===== src/hcef_pkg.sv =====
package hcef_pkg;
  // ****************************************
  // register map (word offsets, codes and byte addresses)
  // ****************************************
  localparam logic [7:0] FLAGS_OFS = 8'h24;
  localparam logic [7:0] FLAGS_WR_CODE = 8'hA4;
  localparam logic [7:0] MASK_OFS = 8'h25;
  localparam logic [7:0] MASK_WR_CODE = 8'hA5;
  localparam logic [7:0] HWCFG_OFS = 8'h20;
  localparam logic [7:0] HCCTRL_OFS = 8'h28;
  // byte addresses derived from the offsets as word indices
  localparam logic [11:0] FLAGS_ADDR = 12'h090;
  localparam logic [11:0] MASK_ADDR = 12'h094;
  localparam logic [11:0] HWCFG_ADDR = 12'h080;
  localparam logic [11:0] HCCTRL_ADDR = 12'h0A0;
  localparam logic [11:0] CMD_ADDR = 12'h0C0;
  // ****************************************
  // field positions
  // ****************************************
  localparam int NUM_FLAGS = 10;
  localparam int BIT_DUAL_ROLE = 9;
  localparam int BIT_ASYNC = 8;
  localparam int BIT_PERIODIC = 7;
  localparam int BIT_CLK_RESTORED = 6;
  localparam int BIT_SUSPENDED = 5;
  localparam int BIT_OPERATIONAL = 4;
  localparam int BIT_XFER_DONE = 3;
  localparam int BIT_ISO_B = 2;
  localparam int BIT_ISO_A = 1;
  localparam int BIT_SOF = 0;
  localparam int BIT_GLOBAL_EN = 0;
  localparam int BIT_SUSP_LO = 6;
  localparam int BIT_SUSP_HI = 7;
  // ****************************************
  // reset values
  // ****************************************
  localparam logic [15:0] FLAGS_RST = 16'h0000;
  localparam logic [15:0] MASK_RST = 16'h0000;
  localparam logic [15:0] HWCFG_RST = 16'h0000;
  localparam logic [15:0] HCCTRL_RST = 16'h0000;
  localparam logic [15:0] XFER_CNT_RST = 16'h0000;
endpackage


===== src/hcef_top.sv =====
`timescale 1ns/1ps
// How it works
// - flags sticky, cleared by power-on reset
// - irq needs flag, mask and global enable
// - reading never clears; write-one clears
// - only written ones clear flags
// - read code 24H, write code A4H; the bus reads and writes both at FLAGS_ADDR (090H)
// - bit 9 on dual-role event
// - bit 8 on async threshold or timeout
// - bit 7 on periodic list done with ACK
// - bit 6 when clock restored after suspend
// - bit 5 when core enters suspend
// - control bits 6,7 suspend; stop SOF
// - bit 4 on operational event
// - bit 2 on iso buffer b done
// - bit 1 on iso buffer a done
// - bit 0 on start of frame
// - mask bits reset to zero
module hcef_top (
  // clock and reset
  input wire logic core_clk,
  input wire logic rst,
  // ahb-lite slave
  input wire logic hsel,
  input wire logic [11:0] haddr,
  input wire logic [1:0] htrans,
  input wire logic hwrite,
  input wire logic [2:0] hsize,
  input wire logic [31:0] hwdata,
  input wire logic hready,
  output logic [31:0] hrdata,
  output logic hreadyout,
  output logic hresp,
  // event sources from host core logic
  input wire logic dual_role_evt,
  input wire logic async_count_hit,
  input wire logic async_timeout_hit,
  input wire logic periodic_last_seen,
  input wire logic periodic_ack_seen,
  input wire logic core_woke,
  input wire logic core_clk_running,
  input wire logic core_entered_suspend,
  input wire logic operational_evt,
  input wire logic xfer_byte_dec,
  input wire logic iso_b_last_done,
  input wire logic iso_a_last_done,
  input wire logic sof_state_entry,
  // external pin
  input wire logic end_of_transfer_pin,
  // outputs
  output logic host_irq_pin,
  output logic suspend_req,
  output logic sof_allowed,
  output logic [15:0] transfer_byte_count
);
  // ****************************************
  // bus decode
  // ****************************************
  localparam int NUM_FLAGS_L = hcef_pkg::NUM_FLAGS;
  logic ph_valid_r;
  logic ph_write_r;
  logic [11:0] ph_addr_r;
  logic addr_phase;
  logic wr_en;
  logic rd_en;
  logic [15:0] wdata16;
  logic [15:0] flags_q;
  logic [15:0] mask_r;
  logic [15:0] hwcfg_r;
  logic [15:0] hcctrl_r;
  logic [NUM_FLAGS_L-1:0] flag_bits;
  logic [NUM_FLAGS_L-1:0] set_vec;
  logic [NUM_FLAGS_L-1:0] clr_vec;
  logic eot_sync;
  logic eot_sync_d_r;
  logic xfer_zero_evt;
  logic clr_by_cmd;

  assign addr_phase = hsel && hready && htrans[1];
  assign wr_en = ph_valid_r && ph_write_r;
  assign rd_en = ph_valid_r && !ph_write_r;
  assign wdata16 = hwdata[15:0];
  assign hreadyout = 1'b1;
  assign hresp = 1'b0;

  always_ff @(posedge core_clk or posedge rst) begin
    if (rst) begin
      ph_valid_r <= 1'b0;
      ph_write_r <= 1'b0;
      ph_addr_r <= '0;
    end else begin
      ph_valid_r <= addr_phase;
      ph_write_r <= hwrite;
      ph_addr_r <= haddr;
    end
  end

  // ****************************************
  // control registers
  // ****************************************
  always_ff @(posedge core_clk or posedge rst) begin
    if (rst) begin
      mask_r <= hcef_pkg::MASK_RST;
    end else if (wr_en && ph_addr_r == hcef_pkg::MASK_ADDR) begin
      mask_r <= {6'h00, wdata16[9:0]};
    end
  end

  always_ff @(posedge core_clk or posedge rst) begin
    if (rst) begin
      hwcfg_r <= hcef_pkg::HWCFG_RST;
    end else if (wr_en && ph_addr_r == hcef_pkg::HWCFG_ADDR) begin
      hwcfg_r <= wdata16;
    end
  end

  always_ff @(posedge core_clk or posedge rst) begin
    if (rst) begin
      hcctrl_r <= hcef_pkg::HCCTRL_RST;
    end else if (wr_en && ph_addr_r == hcef_pkg::HCCTRL_ADDR) begin
      hcctrl_r <= wdata16;
    end
  end

  // both suspend bits written high request suspend; no SOF then
  assign suspend_req = hcctrl_r[hcef_pkg::BIT_SUSP_LO] &&
                       hcctrl_r[hcef_pkg::BIT_SUSP_HI];
  assign sof_allowed = !suspend_req;

  // ****************************************
  // transfer byte counter
  // ****************************************
  always_ff @(posedge core_clk or posedge rst) begin
    if (rst) begin
      transfer_byte_count <= hcef_pkg::XFER_CNT_RST;
    end else if (wr_en && ph_addr_r == hcef_pkg::CMD_ADDR) begin
      transfer_byte_count <= wdata16;
    end else if (xfer_byte_dec && transfer_byte_count != 16'h0000) begin
      transfer_byte_count <= transfer_byte_count - 16'h0001;
    end
  end

  // pulse when a running count lands on zero (pio or dma)
  assign xfer_zero_evt = xfer_byte_dec &&
                         transfer_byte_count == 16'h0001;

  // ****************************************
  // end-of-transfer pin
  // ****************************************
  hcef_sync #(
    .WIDTH(1)
  ) u_eot_sync (
    .core_clk(core_clk),
    .rst(rst),
    .async_in(end_of_transfer_pin),
    .sync_out(eot_sync)
  );

  always_ff @(posedge core_clk or posedge rst) begin
    if (rst) begin
      eot_sync_d_r <= 1'b0;
    end else begin
      eot_sync_d_r <= eot_sync;
    end
  end

  // ****************************************
  // event sources
  // ****************************************
  always_comb begin
    set_vec = '0;
    set_vec[hcef_pkg::BIT_DUAL_ROLE] = dual_role_evt;
    set_vec[hcef_pkg::BIT_ASYNC] = async_count_hit ||
                                   async_timeout_hit;
    set_vec[hcef_pkg::BIT_PERIODIC] = periodic_last_seen &&
                                      periodic_ack_seen;
    set_vec[hcef_pkg::BIT_CLK_RESTORED] = core_woke &&
                                          core_clk_running;
    set_vec[hcef_pkg::BIT_SUSPENDED] = core_entered_suspend;
    set_vec[hcef_pkg::BIT_OPERATIONAL] = operational_evt;
    set_vec[hcef_pkg::BIT_XFER_DONE] = xfer_zero_evt ||
                                       (eot_sync && !eot_sync_d_r);
    set_vec[hcef_pkg::BIT_ISO_B] = iso_b_last_done;
    set_vec[hcef_pkg::BIT_ISO_A] = iso_a_last_done;
    set_vec[hcef_pkg::BIT_SOF] = sof_state_entry;
  end

  // only the write-one path clears; a read has no side effect
  assign clr_by_cmd = wr_en && ph_addr_r == hcef_pkg::FLAGS_ADDR;
  assign clr_vec = clr_by_cmd ? wdata16[NUM_FLAGS_L-1:0] : '0;

  // ****************************************
  // sticky flags
  // ****************************************
  genvar gi;
  generate
    for (gi = 0; gi < NUM_FLAGS_L; gi++) begin : g_flag
      hcef_flag u_flag (
        .core_clk(core_clk),
        .rst(rst),
        .set_evt(set_vec[gi]),
        .clr_req(clr_vec[gi]),
        .flag_r(flag_bits[gi])
      );
    end
  endgenerate

  assign flags_q = {6'h00, flag_bits};

  // ****************************************
  // interrupt pin
  // ****************************************
  always_ff @(posedge core_clk or posedge rst) begin
    if (rst) begin
      host_irq_pin <= 1'b0;
    end else begin
      host_irq_pin <= hwcfg_r[hcef_pkg::BIT_GLOBAL_EN] &&
                      |(flag_bits & mask_r[NUM_FLAGS_L-1:0]);
    end
  end

  // ****************************************
  // read data
  // ****************************************
  always_ff @(posedge core_clk or posedge rst) begin
    if (rst) begin
      hrdata <= 32'h0000_0000;
    end else if (addr_phase && !hwrite) begin
      case (haddr)
        hcef_pkg::FLAGS_ADDR: hrdata <= {16'h0000, flags_q};
        hcef_pkg::MASK_ADDR: hrdata <= {16'h0000, mask_r};
        hcef_pkg::HWCFG_ADDR: hrdata <= {16'h0000, hwcfg_r};
        hcef_pkg::HCCTRL_ADDR: hrdata <= {16'h0000, hcctrl_r};
        hcef_pkg::CMD_ADDR: hrdata <= {16'h0000, transfer_byte_count};
        default: hrdata <= 32'h0000_0000;
      endcase
    end
  end
endmodule


===== src/hcef_sync.sv =====
`timescale 1ns/1ps
module hcef_sync #(
  parameter int WIDTH = 1
) (
  // clock and reset
  input wire logic core_clk,
  input wire logic rst,
  // level in and out
  input wire logic [WIDTH-1:0] async_in,
  output logic [WIDTH-1:0] sync_out
);
  logic [WIDTH-1:0] meta_r;

  always_ff @(posedge core_clk or posedge rst) begin
    if (rst) begin
      meta_r <= '0;
      sync_out <= '0;
    end else begin
      meta_r <= async_in;
      sync_out <= meta_r;
    end
  end
endmodule


===== src/hcef_flag.sv =====
`timescale 1ns/1ps
module hcef_flag (
  // clock and reset
  input wire logic core_clk,
  input wire logic rst,
  // event and clear
  input wire logic set_evt,
  input wire logic clr_req,
  // sticky state
  output logic flag_r
);
  logic flag_nxt;

  // set wins over clear
  always_comb begin
    flag_nxt = flag_r;
    if (clr_req) begin
      flag_nxt = 1'b0;
    end
    if (set_evt) begin
      flag_nxt = 1'b1;
    end
  end

  always_ff @(posedge core_clk or posedge rst) begin
    if (rst) begin
      flag_r <= 1'b0;
    end else begin
      flag_r <= flag_nxt;
    end
  end
endmodule


===== config.mk =====
export PLATFORM = sky130hd
export DESIGN_NAME = hcef_top
export DESIGN_NICKNAME = d
export VERILOG_FILES = /design/src/hcef_pkg.sv /design/src/hcef_top.sv /design/src/hcef_sync.sv /design/src/hcef_flag.sv
export SDC_FILE = /design/constraint.sdc
export NUM_CORES = 1
export LEC_CHECK = 0
export ABC_AREA = 1
export BUFFER_PORTS_ARGS = -buffer_cell sky130_fd_sc_hd__buf_2
export CAP_MARGIN = 10
export CORE_AREA = 2 2 99 139
export CTS_CLUSTER_SIZE = 24
export DETAILED_ROUTE_END_ITERATION = 10
export DIE_AREA = 0 0 101 141
export MAX_ROUTING_LAYER = met4
export PLACE_DENSITY = 0.7
export REMOVE_ABC_BUFFERS = 1
export SYNTH_ARGS = -nofsm -noshare
export SYNTH_HDL_FRONTEND = slang
export SYNTH_HIERARCHICAL = 1
export SYNTH_SLANG_ARGS = --single-unit

===== constraint.sdc =====
create_clock -name core_clk -period 5.6 [get_ports core_clk]
set_clock_uncertainty 0.15 [all_clocks]
set_input_delay 0 -clock core_clk [delete_from_list [all_inputs] [get_ports core_clk]]
set_output_delay 0 -clock core_clk [all_outputs]
set_load 0.05 [all_outputs]

After elaboration in Yosys (flattened, before gate mapping)
Index checks and enable logic that the tools add are counted.
Storage, ports and cells
  input bits: 68
  register bits after elaboration: 118
  logic and storage cells: 93
  output and inout bits: 53
Cells by class
  equal/unequal tests: 11
  mux-type cells: 24
  add/sub/neg operators: 1
  reduce and logical (&&, ||, !) cells: 34
  bitwise logic cells: 1
Operators by type and width (count)
  equality test 12 x 8 -> 1 bit, second input constant: 10
  one-hot mux 16 bit (5 select lines): 1
  two-way mux 16 bit: 2
  nonzero test 2 bit: 11
  two-way mux 1 bit: 20
  equality test 16 x 1 -> 1 bit, second input constant: 1
  logical AND 1 bit: 16
  nonzero test 16 bit: 1
  subtractor 16 x 1 -> 16 bit, second input constant: 1
  AND 10 bit: 1
  two-way mux 10 bit: 1
  OR reduction 10 bit: 1
  zero test 1 bit: 3
  logical OR 1 bit: 2

Logic depth before layout (Yosys ltp)
  word-level depth: 5
  mapped depth: 10
  mapped depth without buffers: 9

Hierarchy
The synthesis kept the hierarchy.
By module, submodules not included
  hcef_top: cells each 636, instances 1, seq. area each 2252.2 um^2, area an instance 4815.9 um^2
  hcef_flag: cells each 6, instances 10, seq. area each 25.0 um^2, area an instance 43.8 um^2
  hcef_sync: cells each 3, instances 1, seq. area each 50.0 um^2, area an instance 53.8 um^2

Worst setup path before layout
OpenSTA, ideal clock, no wires.
  path type: register to register
  from: register transfer_byte_count[0]
  to: register transfer_byte_count[8]
  arrival: 1.784 ns
  required time: 5.381 ns
  stages on the path, launching flop included: 11
  path buffers: 1
  setup time: 0.069 ns
  period minus slack after synthesis: 2.003 ns
  path slack: 3.597 ns
  path through: dfrtp_1 inv_1 ha_1 nand2_2 nor2_4 nand2_2 nand2_4 nor2_4 buf_6 nand2_1 nand3_1
On the way
  cells in the longest elaborated chain, start to end: 3
  elaborated cells on any way between the ends: 6
  those cells by class: 1 x add/sub; 2 x mux; 3 x reduce/logical
RTL lines
  from (decl): line hcef_top.sv:54  | output logic [15:0] transfer_byte_count
  from (signal assigned): line hcef_top.sv:135  | transfer_byte_count <= hcef_pkg::XFER_CNT_RST;
  from (signal assigned): line hcef_top.sv:137  | transfer_byte_count <= wdata16;
  from (signal assigned): line hcef_top.sv:139  | transfer_byte_count <= transfer_byte_count - 16'h0001;
  subtractor 16 x 1 -> 16 bit / nonzero test 16 bit (equally long branches): line hcef_top.sv:139, hcef_top.sv:138
  two-way mux 16 bit / logical AND 1 bit (equally long branches): line hcef_top.sv:138  | end else if (xfer_byte_dec && transfer_byte_count != 16'h0000) begin
  two-way mux 16 bit / nonzero test 2 bit (equally long branches)
Several ways; a longest one is shown, not always the timed one. The select of a mux whose other input is x is not followed.
A chain may end at the register's enable or synchronous reset.

Final worst setup path
  from: register ph_addr_r[9]
  to: register g_flag[4].u_flag.flag_r
On the way
  cells in the longest elaborated chain, start to end: 4
RTL lines
  from (decl): line hcef_top.sv:62  | logic [11:0] ph_addr_r;
  from (signal assigned): line hcef_top.sv:94  | ph_addr_r <= haddr;
  equality test 12 x 8 -> 1 bit: line hcef_top.sv:189  | assign clr_by_cmd = wr_en && ph_addr_r == hcef_pkg::FLAGS_ADDR;
  logical AND 1 bit: line hcef_top.sv:189
  two-way mux 10 bit: line hcef_top.sv:190  | assign clr_vec = clr_by_cmd ? wdata16[NUM_FLAGS_L-1:0] : '0;
  named net clr_vec[4]: line hcef_top.sv:73  | logic [NUM_FLAGS_L-1:0] clr_vec;
  nonzero test 2 bit (no source line)
  to (signal assigned): line hcef_flag.sv:29  | flag_r <= flag_nxt;
  to (decl): line hcef_flag.sv:10  | output logic flag_r
The timed path passes the listed nets, and every way through them passes these cells.

==> reports/results.ini <==
[clock_network]
insertion_delay_ns = 0.35
clk_pin_slew_ns = 0.07
numCtsBuffers = 9
numClockSinks = 102
cts_tree = yes
cts_resized = 0
post_cts_buffers = 0
cts_hold_buf = 54
cts_buffer_depth = 2
clock-root-buffer = clkbuf_16
htreeDepth = 3

[timing]
min_period_ns = 2.68
maxSlewViolCount = 0
timing.hold.ws_ns = 0.0178
setup_tns_ns = 0
relSlewSlack_pct = 38.9
finalCritPeriodShare_pct = 47.9
tightest_slew_ns = 0.913
setup_viol = 0
hold_viol = 0
clock.fmax_mhz = 373
rsz0062_at_grt = no

[power]
intPower_w = 0.00144
p_leak_nw = 3.56
max-vdd-ir-drop_v = 0.000174
seqPwrFrac_pct = 39.1
p_switching_w = 0.000905
clkPwrFrac_pct = 29.5
power.density_nw_per_um2 = 352
finalPower_w = 0.00234
switching_share_pct = 38.7
pwr-share-comb_pct = 31.4

[die]
fp.coreArea_sq_um = 13100
fp-row-count = 50
pin_count = 121
die_x_microns = 101
die_h_microns = 141
die_area_sq_um = 14200
initial_core_util_pct = 40.4

[detailed_routing]
ant_nets = 0
first_pass_iters = 5
routed-via-count = 4852
viasPerCell = 4.90
remaining_drc_errors = 0
wirelength_mm = 13.9
dr.first_iter.drc_count = 273
avgRoutedWirePerCell_microns = 14.0

[placement]
portBuffers = 82
post-dp-hpwl_mm = 9.57
gp_congestion = 0.904

[synthesis]
yosysMostFrequentCell = nand2_1
synth_area_per_cell_sq_um = 7.59
synth.yosys.seq_area_share_pct = 48.1
yosysUniqueCellTypes = 33
ys_ff_latch = 102
yosysTopAreaCellShare_pct = 48.1
yosysTopAreaCell = dfrtp_1
synth_area_leaders = dfrtp_1, nand2_1, nand3_1, inv_1, nor2_1
synth_commonest_cells = nand2_1, nand3_1, dfrtp_1, inv_1, nor2_1
ys_warn_count = 6
syn_area_sq_um = 5310
synthFlopType = dfrtp_1
synthCells = 699
async_flop_share_pct = 100
synth-edff-count = 0

[critical_path]
worst_ep_required_time_ns = 5.68
worstPathCellList = nor2_1 > nand2_1 > nor2_4 > nand4_1 > nor2_1 > inv_1 > nand2_1 > nand2_1 > dlygate4sd3_1
arrival_ns = 2.76
crit_path_max_fanout = 10
worst-path-buf-inv = 2
crit_family = simple AND/OR/NAND/NOR gates
slowest_stage = nand4_1
path_class = reg -> reg
crit_path_end_kind = flip-flop
max_stage_delay_ns = 0.56
crit_top_cell = nand2_1
cp-start-kind = flip-flop

[layout]
antenna_cells = 0
area_growth_syn_to_layout_pct = 25.2
final_nets = 899
nFillCells = 1331
drive_above_1_share_pct = 14.6

[global_routing]
grt_max_degree = 49
antenna_found_initial = 0
grt_use_total_pct = 20.6
grt_pass1_vias = 4577
grt_pass1_wl_mm = 22.3
grt.overflow.total = 0

[hold_path]
hold_path.class = in -> async

[job]
cap_viol_max_count = 0

[run_status]
status = finished clean

## per-stage QoR
step	cells	setup WS, ns	area [sq um]	util (%)
2_1_floorplan	679	3.11	5140	-
3_3_place_gp	920	3.57	5770	43.9
3_5_place_dp	920	3.45	5770	43.9
6_report	990	2.92	6640	50.6
4_1_cts	990	2.90	6640	50.6
5_1_grt	990	2.68	6640	50.6
## cells by family after synthesis
| group | count (synthesis) | synth area share, % |
|---|---|---|
| and+or+nand+nor | 400 | 33.5 |
| buffers and inverters | 127 | 10.7 |
| DFF | 102 | 48.1 |
| AOI/OAI and AO/OA | 56 | 5.35 |
| xor gates and xnor gates | 10 | 1.65 |
| adders and majority gates | 2 | 0.471 |
| other | 2 | 0.141 |
## flip-flops by register name, indices dropped and copies added, names as in the netlist, 10 cells and up
name	count
hcctrl_r	16
transfer_byte_count	16
hwcfg_r	16
mask_r	10
ph_addr_r	12
hrdata	16
g_flag.u_flag/flag_r	10
## worst paths after layout
| path | start | endpoint | slack (ns) | cells past startpoint |
|---|---|---|---|---|
| worst min register to register | u_eot_sync/meta_r | u_eot_sync/sync_out | 0.22 | 0 |
| min in group core_clk | hsel | hrdata[15] | 0.15 | 6 |
| worst max-delay path | ph_addr_r[9] | g_flag[4].u_flag/flag_r | 2.92 | 9 |
| max in group asynchronous | rst | ph_addr_r[0] | 3.89 | 4 |
| worst min-delay path | rst | g_flag[2].u_flag/flag_r | 0.02 | 3 |
| worst max register to register | ph_addr_r[9] | g_flag[4].u_flag/flag_r | 2.92 | 9 |
## worst register-to-register path, stage by stage, from the launching register on
cell and delay, ns:
dfrtp_1 0.36, nor2_1 0.11, nand2_1 0.12, nor2_4 0.23, nand4_1 0.56, nor2_1 0.31, inv_1 0.07, nand2_1 0.07
nand2_1 0.05, dlygate4sd3_1 0.55
## final cells by class
cell class / instances / area, sq um / area share (%)
Multi-Input combinational cell: 486 / 2240 / 33.8
Inverter: 91 / 343 / 5.16
Timing Repair Buffer: 139 / 973 / 14.7
Clock inverter: 5 / 81.3 / 1.22
Clock buffer: 11 / 253 / 3.80
Sequential cell: 102 / 2550 / 38.4
Tap cell: 156 / 195 / 2.94
## power by group through the flow
stage / clock (W) / combinational [W] / sequential, W
floorplan: 0 / 0.000326 / 0.00112
global placement: 0 / 0.000695 / 0.000927
detailed placement: 0 / 0.000703 / 0.000929
CTS: 0.000702 / 0.000738 / 0.000915
global route: 0.000726 / 0.000807 / 0.000927
finish: 0.000690 / 0.000736 / 0.000916
## cells in the final DEF, fill, tap and decap left out, types with 5 or more instances in the layout
cell / Yosys / final
clkbuf_16: 0 / 9
buf_2: 6 / 82
o21ai_1: 6 / 6
nor2_1: 66 / 66
dfrtp_1: 102 / 102
xor2_1: 8 / 8
nand2_1: 198 / 198
a21oi_1: 10 / 10
inv_1: 87 / 86
nand3_1: 105 / 105
nand4_1: 5 / 5
dlygate4sd3_1: 0 / 54
o21ai_0: 38 / 38
conb_1: 2 / 18
## routing by layer
layer  global-route usage, %  up-vias  share of wire (%)
met3                    2.23       28                3.4
met1                    25.1     2268                 43
met4                    9.60        0                2.6
li1                        -     2428                  -
met5                       -        -                  0
met2                    34.2      128                 51
Note: power is estimated with default switching activity, not from simulation.
